### config.mk
export PLATFORM = sky130hd
export DESIGN_NAME = cwr_regs
export DESIGN_NICKNAME = d
export VERILOG_FILES = /design/src/design/cwr_pkg.sv /design/src/design/cwr_regs.sv
export SDC_FILE = /design/constraint.sdc
export NUM_CORES = 1
export LEC_CHECK = 0
export ABC_AREA = 1
export BUFFER_PORTS_ARGS = -buffer_cell sky130_fd_sc_hd__buf_2
export CAP_MARGIN = 20
export CORE_UTILIZATION = 58
export DETAILED_ROUTE_END_ITERATION = 7
export PLACE_DENSITY = 0.91
export SLEW_MARGIN = 20
export SYNTH_ARGS = -nofsm -noshare
export SYNTH_HDL_FRONTEND = slang
export SYNTH_SLANG_ARGS = --single-unit
### constraint.sdc
create_clock -name aclk -period 3.89 [get_ports aclk]
set_input_delay 0.5835 -clock aclk [delete_from_list [all_inputs] [get_ports aclk]]
set_output_delay 0.5835 -clock aclk [all_outputs]
set_load 0.02 [all_outputs]
### src/design/cwr_pkg.sv
package cwr_pkg;
	// ****************************************************************
	// Register map (indices; byte address is four times the index)
	// ****************************************************************
	localparam logic [7:0]  IDX_TERM      = 8'h34;
	localparam logic [7:0]  IDX_SUM_GAIN  = 8'h36;
	localparam logic [7:0]  IDX_PHASE_LO  = 8'h37;
	localparam logic [7:0]  IDX_PHASE_HI  = 8'h38;
	localparam int          ADDR_W        = 10;
	// ****************************************************************
	// Field layout and reset values
	// ****************************************************************
	localparam int          RES_FIELD_W   = 5;
	localparam int          PHASE_W       = 4;
	localparam int          NUM_CH        = 8;
	localparam int          CH_PER_REG    = 4;
	localparam int          REG_W         = 16;
	localparam logic [15:0] RST_REG       = 16'h0000;
	localparam logic [1:0]  RESP_OKAY     = 2'b00;
	localparam logic [1:0]  RESP_SLVERR   = 2'b10;
	// Phase step in hundredths of a degree
	localparam int          PHASE_STEP_CD = 2250;
endpackage : cwr_pkg

### src/design/cwr_regs.sv
// Local design decision: the AXI4-Lite register port.
`timescale 1ns/10ps
// Summary of operation
// - Five gain bits, each one feedback resistor; all zero enables none.
// - Any combination of the five sum-amp bits may be set together.
// - Each channel picks one of sixteen mixer phases on its own.
// - Channels 1-4 fill first phase register low nibble up; 5-8 second.
// - Phase code n means a shift of n times 22.5 degrees.
// - Five-bit termination field, each bit one resistor; zero is high Z.
module cwr_regs import cwr_pkg::*; (
	input  wire logic                     aclk,
	input  wire logic                     aresetn,
	input  wire logic [ADDR_W-1:0]        s_axi_awaddr,
	input  wire logic                     s_axi_awvalid,
	output logic                          s_axi_awready,
	input  wire logic [31:0]              s_axi_wdata,
	input  wire logic [3:0]               s_axi_wstrb,
	input  wire logic                     s_axi_wvalid,
	output logic                          s_axi_wready,
	output logic [1:0]                    s_axi_bresp,
	output logic                          s_axi_bvalid,
	input  wire logic                     s_axi_bready,
	input  wire logic [ADDR_W-1:0]        s_axi_araddr,
	input  wire logic                     s_axi_arvalid,
	output logic                          s_axi_arready,
	output logic [31:0]                   s_axi_rdata,
	output logic [1:0]                    s_axi_rresp,
	output logic                          s_axi_rvalid,
	input  wire logic                     s_axi_rready,
	output logic [RES_FIELD_W-1:0]        termination_feedback_pin_en,
	output logic [RES_FIELD_W-1:0]        sum_gain_resistor_en,
	output logic [NUM_CH*PHASE_W-1:0]     channel_mixer_phase_code
);
	// ****************************************************************
	// Address decode
	// ****************************************************************
	typedef enum logic [2:0] {
		CWR_W_IDLE = 3'b001,
		CWR_W_HAVE = 3'b010,
		CWR_W_RESP = 3'b100
	} cwr_wstate_t;

	function automatic logic [2:0] cwr_sel(input logic [ADDR_W-1:0] a);
		logic [7:0] idx;
		idx = a[ADDR_W-1:2];
		case (idx)
			IDX_TERM:     cwr_sel = 3'd1;
			IDX_SUM_GAIN: cwr_sel = 3'd2;
			IDX_PHASE_LO: cwr_sel = 3'd3;
			IDX_PHASE_HI: cwr_sel = 3'd4;
			default:      cwr_sel = 3'd0;
		endcase
	endfunction : cwr_sel

	// ****************************************************************
	// Write path
	// ****************************************************************
	cwr_wstate_t           wst_r, wst_nxt;
	logic                  aw_got_r, aw_got_nxt, w_got_r, w_got_nxt;
	logic [ADDR_W-1:0]     awa_r, awa_nxt;
	logic [31:0]           wd_r, wd_nxt;
	logic [3:0]            ws_r, ws_nxt;
	logic [1:0]            bresp_nxt;
	logic [REG_W-1:0]      term_r, term_nxt, gain_r, gain_nxt;
	logic [REG_W-1:0]      ph_lo_r, ph_lo_nxt, ph_hi_r, ph_hi_nxt;

	function automatic logic [15:0] cwr_merge(input logic [15:0] old,
			input logic [31:0] d, input logic [3:0] s);
		cwr_merge = old;
		if (s[0]) cwr_merge[7:0] = d[7:0];
		if (s[1]) cwr_merge[15:8] = d[15:8];
	endfunction : cwr_merge

	always_comb begin
		wst_nxt    = wst_r;
		aw_got_nxt = aw_got_r;
		w_got_nxt  = w_got_r;
		awa_nxt    = awa_r;
		wd_nxt     = wd_r;
		ws_nxt     = ws_r;
		bresp_nxt  = s_axi_bresp;
		term_nxt   = term_r;
		gain_nxt   = gain_r;
		ph_lo_nxt  = ph_lo_r;
		ph_hi_nxt  = ph_hi_r;
		case (wst_r)
			CWR_W_IDLE, CWR_W_HAVE: begin
				// Capture only on a real handshake, never on valid alone
				if (s_axi_awvalid && s_axi_awready) begin
					aw_got_nxt = 1'b1;
					awa_nxt    = s_axi_awaddr;
				end
				if (s_axi_wvalid && s_axi_wready) begin
					w_got_nxt = 1'b1;
					wd_nxt    = s_axi_wdata;
					ws_nxt    = s_axi_wstrb;
				end
				wst_nxt = CWR_W_HAVE;
				if (aw_got_r && w_got_r) begin
					// Fields hold until software writes them again
					bresp_nxt = RESP_OKAY;
					case (cwr_sel(awa_r))
						3'd1: begin
							term_nxt = cwr_merge(term_r, wd_r, ws_r);
						end
						3'd2: begin
							gain_nxt = cwr_merge(gain_r, wd_r, ws_r);
						end
						3'd3: begin
							ph_lo_nxt = cwr_merge(ph_lo_r, wd_r, ws_r);
						end
						3'd4: begin
							ph_hi_nxt = cwr_merge(ph_hi_r, wd_r, ws_r);
						end
						default: bresp_nxt = RESP_SLVERR;
					endcase
					aw_got_nxt = 1'b0;
					w_got_nxt  = 1'b0;
					wst_nxt    = CWR_W_RESP;
				end
			end
			CWR_W_RESP: begin
				if (s_axi_bready) wst_nxt = CWR_W_IDLE;
			end
			default: wst_nxt = CWR_W_IDLE;
		endcase
	end

	always_ff @(posedge aclk) begin
		if (!aresetn) begin
			wst_r         <= CWR_W_IDLE;
			aw_got_r      <= 1'b0;
			w_got_r       <= 1'b0;
			awa_r         <= '0;
			wd_r          <= 32'h00000000;
			ws_r          <= 4'h0;
			s_axi_bresp   <= RESP_OKAY;
			s_axi_bvalid  <= 1'b0;
			s_axi_awready <= 1'b0;
			s_axi_wready  <= 1'b0;
			term_r        <= RST_REG;
			gain_r        <= RST_REG;
			ph_lo_r       <= RST_REG;
			ph_hi_r       <= RST_REG;
		end else begin
			wst_r         <= wst_nxt;
			aw_got_r      <= aw_got_nxt;
			w_got_r       <= w_got_nxt;
			awa_r         <= awa_nxt;
			wd_r          <= wd_nxt;
			ws_r          <= ws_nxt;
			s_axi_bresp   <= bresp_nxt;
			s_axi_bvalid  <= (wst_nxt == CWR_W_RESP);
			// Ready is registered, so a channel is taken one cycle late
			s_axi_awready <= s_axi_awvalid && !aw_got_nxt && !s_axi_awready
				&& (wst_nxt != CWR_W_RESP);
			s_axi_wready  <= s_axi_wvalid && !w_got_nxt && !s_axi_wready
				&& (wst_nxt != CWR_W_RESP);
			term_r        <= term_nxt;
			gain_r        <= gain_nxt;
			ph_lo_r       <= ph_lo_nxt;
			ph_hi_r       <= ph_hi_nxt;
		end
	end

	// ****************************************************************
	// Read path
	// ****************************************************************
	logic        rv_nxt, ar_rdy_nxt;
	logic [31:0] rd_nxt;
	logic [1:0]  rr_nxt;

	always_comb begin
		rv_nxt     = s_axi_rvalid;
		rd_nxt     = s_axi_rdata;
		rr_nxt     = s_axi_rresp;
		ar_rdy_nxt = 1'b0;
		if (s_axi_rvalid) begin
			if (s_axi_rready) rv_nxt = 1'b0;
		end else if (s_axi_arready) begin
			rv_nxt = 1'b1;
			rr_nxt = RESP_OKAY;
			case (cwr_sel(s_axi_araddr))
				3'd1: rd_nxt = {16'h0000, term_r};
				3'd2: rd_nxt = {16'h0000, gain_r};
				3'd3: rd_nxt = {16'h0000, ph_lo_r};
				3'd4: rd_nxt = {16'h0000, ph_hi_r};
				default: begin
					rd_nxt = 32'h00000000;
					rr_nxt = RESP_SLVERR;
				end
			endcase
		end else begin
			ar_rdy_nxt = s_axi_arvalid;
		end
	end

	always_ff @(posedge aclk) begin
		if (!aresetn) begin
			s_axi_rvalid  <= 1'b0;
			s_axi_rdata   <= 32'h00000000;
			s_axi_rresp   <= RESP_OKAY;
			s_axi_arready <= 1'b0;
		end else begin
			s_axi_rvalid  <= rv_nxt;
			s_axi_rdata   <= rd_nxt;
			s_axi_rresp   <= rr_nxt;
			s_axi_arready <= ar_rdy_nxt;
		end
	end

	// ****************************************************************
	// Static selection outputs
	// ****************************************************************
	// Phase code n selects n * 22.5 degree shift in the mixer clock logic
	always_ff @(posedge aclk) begin
		if (!aresetn) begin
			termination_feedback_pin_en <= '0;
			sum_gain_resistor_en        <= '0;
			channel_mixer_phase_code    <= '0;
		end else begin
			termination_feedback_pin_en <= term_r[RES_FIELD_W-1:0];
			sum_gain_resistor_en <= gain_r[RES_FIELD_W-1:0];
			channel_mixer_phase_code <=
				{ph_hi_r, ph_lo_r};
		end
	end
endmodule : cwr_regs

Word level (Yosys, flattened, before mapping):

Cells that the tools add are included.
W data, S select, Z words.

* bits in registers: 180
* input bits: 63
* output and inout port bits: 83

* multiplexer cells: 21
* reduce and logical (&&, ||, !) cells: 29
* equal/unequal tests: 21
* bitwise gates (word level): 2

Operators by type and width (number)
* $eq A8 B6 Y1 const B: 8
* $pmux W16 S4: 1
* $reduce_and A4 Y1: 8
* $pmux W3 S4: 2
* $mux W3: 6
* $eq A3 B2 Y1 const B: 5
* $eq A3 B3 Y1 const B: 4
* $eq A3 B1 Y1 const B: 3
* $logic_and A1 B1 Y1: 9
* $mux W1: 9
* $reduce_and A2 Y1: 4
* $reduce_or A4 Y1: 2
* $pmux W3 S2: 1
* $logic_not A1 Y1: 4
* $mux W2: 2
* $ne A3 B3 Y1 const B: 1
* $reduce_or A3 Y1: 1
* $not A1 Y1: 2
* $reduce_or A2 Y1: 1

Depth between registers and ports, before layout:

* depth after elaboration: 8
* mapped depth: 9
* depth with buffers taken out: 8

Worst setup path after synthesis:

OpenSTA, ideal clock, no wires.

* path kind: input -> register
* start point: in s_axi_araddr[8]
* end point: reg s_axi_rdata[10]
* data arrival time: 1567 ps
* stages: 9
* setup slack: 2252 ps
* required time: 3820 ps
* cell sequence: inv_1 > nand2_1 > nor2_1 > buf_2 > buf_1 > nand3_1 > nand2_1 > o21ai_0 > a21oi_1

* cells in the longest elaborated chain, start to end: 6
* elaborated cells on any way between the ends: 12

RTL lines
* from (decl): line cwr_regs.sv:23 `input wire logic [ADDR_W-1:0] s_axi_araddr,`
* $eq A8 B6 Y1: line cwr_regs.sv:46 `case (idx)`
* $pmux W3 S4 (*): line cwr_regs.sv:46
* $mux W3 (*): line cwr_regs.sv:180 `end else if (s_axi_arready) begin`
* $mux W3 (*): line cwr_regs.sv:178 `if (s_axi_rvalid) begin`
* $eq A3 B3 Y1, or another cell as far along: line cwr_regs.sv:183 `case (cwr_sel(s_axi_araddr))`
* $pmux W16 S4 (*): line cwr_regs.sv:183
* to (signal assigned): line cwr_regs.sv:206 `s_axi_rdata <= rd_nxt;`
* to (decl): line cwr_regs.sv:26 `output logic [31:0] s_axi_rdata,`

Every way passes the cells marked *; elsewhere a longest branch is shown, timed or not. The select of a mux whose other input is x is not followed.
A chain may end at the register's enable or synchronous reset.

Worst setup path after layout:

* start point: reg wst_r[0]
* end point: reg ph_lo_r[12]

* cells in the longest elaborated chain, start to end: 3
* elaborated cells on any way between the ends: 4

RTL lines
* from (decl): line cwr_regs.sv:58 `cwr_wstate_t wst_r, wst_nxt;`
* from (signal assigned): line cwr_regs.sv:146 `wst_r <= wst_nxt;`
* $eq A3 B1 Y1 / $eq A3 B2 Y1 (equally long branches): line cwr_regs.sv:86 `case (wst_r)`
* $reduce_or A2 Y1 (*): line cwr_regs.sv:86
* $reduce_and A4 Y1 (no line) (*)
* to (signal assigned): line cwr_regs.sv:161 `ph_lo_r <= ph_lo_nxt;`
* to (decl): line cwr_regs.sv:65 `logic [REG_W-1:0] ph_lo_r, ph_lo_nxt, ph_hi_r, ph_hi_nxt;`

Every way passes the cells marked *; elsewhere a longest branch is shown, timed or not.

==> impl_metrics.ini <==
[worst_setup_path]
crit_required_ns = 4.29
end_kind = flip-flop
path_max_fanout = 24
path_buf_inv = 0
cpMaxStageDelayCell = nor2_2
r2r.worst_path.cells = 6
path_class = flip-flop to flip-flop
cpLargestDelayFamily = simple AND/OR/NAND/NOR gates
path_cells = nand2_1 -> nand2_1 -> nor2_2 -> nand3_1 -> o21ai_0 -> a21oi_1
cp_data_arrival_time_ns = 2.84
cp-start-kind = flip-flop
rrSetupSlack_ns = 1.45
slowest_delay_ns = 0.72
cp.depth = 6
crit_top_cell = nand2_1

[timing]
setup_viol = 0
rsz0062_at_grt = no
whs_ns = 0.287
max_freq_mhz = 410
worst_slew_pin_slew_ns = 1.11
slew_headroom = 0.259
final.min_clock_period_ns = 2.44
finalSetupTns_ns = 0
finalClockSkew_ns = 0.0185
min_period_over_period = 0.628
fin_ws_ns = 1.45
slew_violations = 0
hold_violations = 0

[yosys]
synth_seq_cells = 160
yosys-top-cells-area = dfxtp_1 50%, nand2_1 9.2%, inv_1 8.4%, a21oi_1 7.0%, o21ai_0 6.2%
synth_top_area_frac = 0.499
ys_seq_area_frac = 0.499
yosys.area.top_type = dfxtp_1
synthSimpleGateAreaFrac = 0.230
yosys.cell_types.count = 22
synth_top_family_by_area = simple AND/OR/NAND/NOR gates
syn_area_um2 = 6420
synth_compound_area_frac = 0.132
ys_warn_count = 0
netlist_instances = 863
syn_avg_cell_area_um2 = 7.43
synthAdderAreaFrac = 0
synth_mux_area_frac = 0
synthXorXnorAreaFrac = 0

[global_route]
antenna_found_initial = 0
grt_pass1_vias = 4949
grt.total_usage = 0.259
grt_max_degree = 121
grt_remaining_overflow = 0
grt_pass1_wl_um = 23300

[layout]
seq_area_um2 = 3200
drive_above_1_share = 0.160
fillerInstances = 837
fin_nets = 1009
synthToLayoutAreaGrowth_pct = 16.9
final_common_cell = dfxtp_1
design_area_um2 = 7500
multi_input_area_um2 = 2400
n_antenna_cell = 0
mostFrequentLayoutCells = 160 x dfxtp_1, 158 x nand2_1, 143 x inv_1, 105 x buf_2, 90 x a21oi_1

[clocking]
clk_latency_ns = 0.54
cts_root_buf = clkbuf_8
clock-sinks = 160
cts_hold_buf = 0
post_cts_buffers = 0
cts_max_path_buffers = 2
cts_tree = done
cts_resized = 0
path_clk_slew_ns = 0.07
numCtsBuffers = 17
ctsHtreeMaxLevel = 4

[status]
outcome = complete, no violations

[drt]
wl_um = 14600
wire_per_inst_um = 13.3
ant_nets = 0
via_per_inst = 5.16
num_vias = 5673
drc = 0
dr.pass1.iters = 6
first_iter_violations = 403

[floorplan]
placeableCoreArea_um2 = 10800
fp.dieW_um = 107
core.rowCount = 38
die_area_um2 = 11500
die_y_um = 107
initial_utilization = 0.594
pin_count = 146

[placed_design]
pre_cts_slack_ns = 1.61
place_hpwl_um = 9330
portBuffers = 105
placed_cell_area_um2 = 6900
place_congestion = 0.802

[pwr]
ir_drop_mv = 0.419
power_mw = 3.94
p_leak_nw = 3.56
p_per_area_nw_per_um2 = 525

[flow_run]
maxCapViolCount = 0

[hold_path]
hold_depth = 3
hold_path.class = input pin to flip-flop
==> stage by stage <==
step                 util  std cells
finish              0.695       1099
global route        0.695       1099
floorplan               -        880
global placement    0.640       1067
detailed placement  0.640       1067
CTS                 0.695       1099
==> cell type report <==
cell class,instances,share of cell area
multi-input combinational,510,0.320
clock buffer,23,0.0622
timing repair buffer,113,0.0781
clock inverter,9,0.0173
inverter,144,0.0721
sequential,160,0.427
tap,140,0.0234
==> synthesized netlist by cell type, drive strengths merged <==
| cell type | n |
|---|---|
| o21ai | 79 |
| nor3 | 3 |
| nor3b | 1 |
| dfxtp | 160 |
| buf | 38 |
| a21oi | 90 |
| nor2 | 50 |
| clkbuf | 28 |
| nand4 | 32 |
| nand3 | 78 |
| clkinv | 1 |
| inv | 143 |
| nand2 | 158 |
| conb | 1 |
| nand3b | 1 |
==> power breakdown <==
group / total (mW) / switching (mW) / internal [mW]
clock network: 1.67 / 0.643 / 1.03
registers: 1.78 / 0.0648 / 1.72
logic: 0.482 / 0.367 / 0.115
total: 3.94 / 1.07 / 2.86
==> worst register-to-register path, cell delays in order, from the launching register on <==
cell	delay [ns]
dfxtp_1	0.31
nand2_1	0.06
nand2_1	0.06
nor2_2	0.72
nand3_1	0.65
o21ai_0	0.43
a21oi_1	0.09
==> sequential cells by signal, indices dropped and copies added, names as in the netlist, 2 cells and up <==
name	flops
s_axi_rdata	16
term_r	16
ph_lo_r	16
gain_r	16
termination_feedback_pin_en	5
ws_r	2
sum_gain_resistor_en	5
wst_r	3
wd_r	16
ph_hi_r	16
channel_mixer_phase_code	32
awa_r	8
==> metal layers <==
layer	up-vias	part of all wire	global-route usage
met4	0	0.0094	0.0832
li1	2877	-	-
met1	2526	0.44	0.341
met2	252	0.46	0.403
met3	18	0.090	0.0802
met5	-	0	0
==> logic make-up (layout without fill, tap and decap cells) <==
family / Yosys count / after routing
other: 1 / 18
AO/OA/AOI/OAI: 169 / 169
AND/OR/NAND/NOR: 323 / 323
flip-flops: 160 / 160
buffers and inverters: 210 / 289
==> final timing paths <==
check                      from                      end
setup / recovery       wst_r[0]              ph_lo_r[12]
hold / removal    s_axi_arvalid            s_axi_arready
setup reg to reg       wst_r[0]              ph_lo_r[12]
hold reg to reg       gain_r[2]  sum_gain_resistor_en[2]
Note: power is estimated with default switching activity, not from simulation.
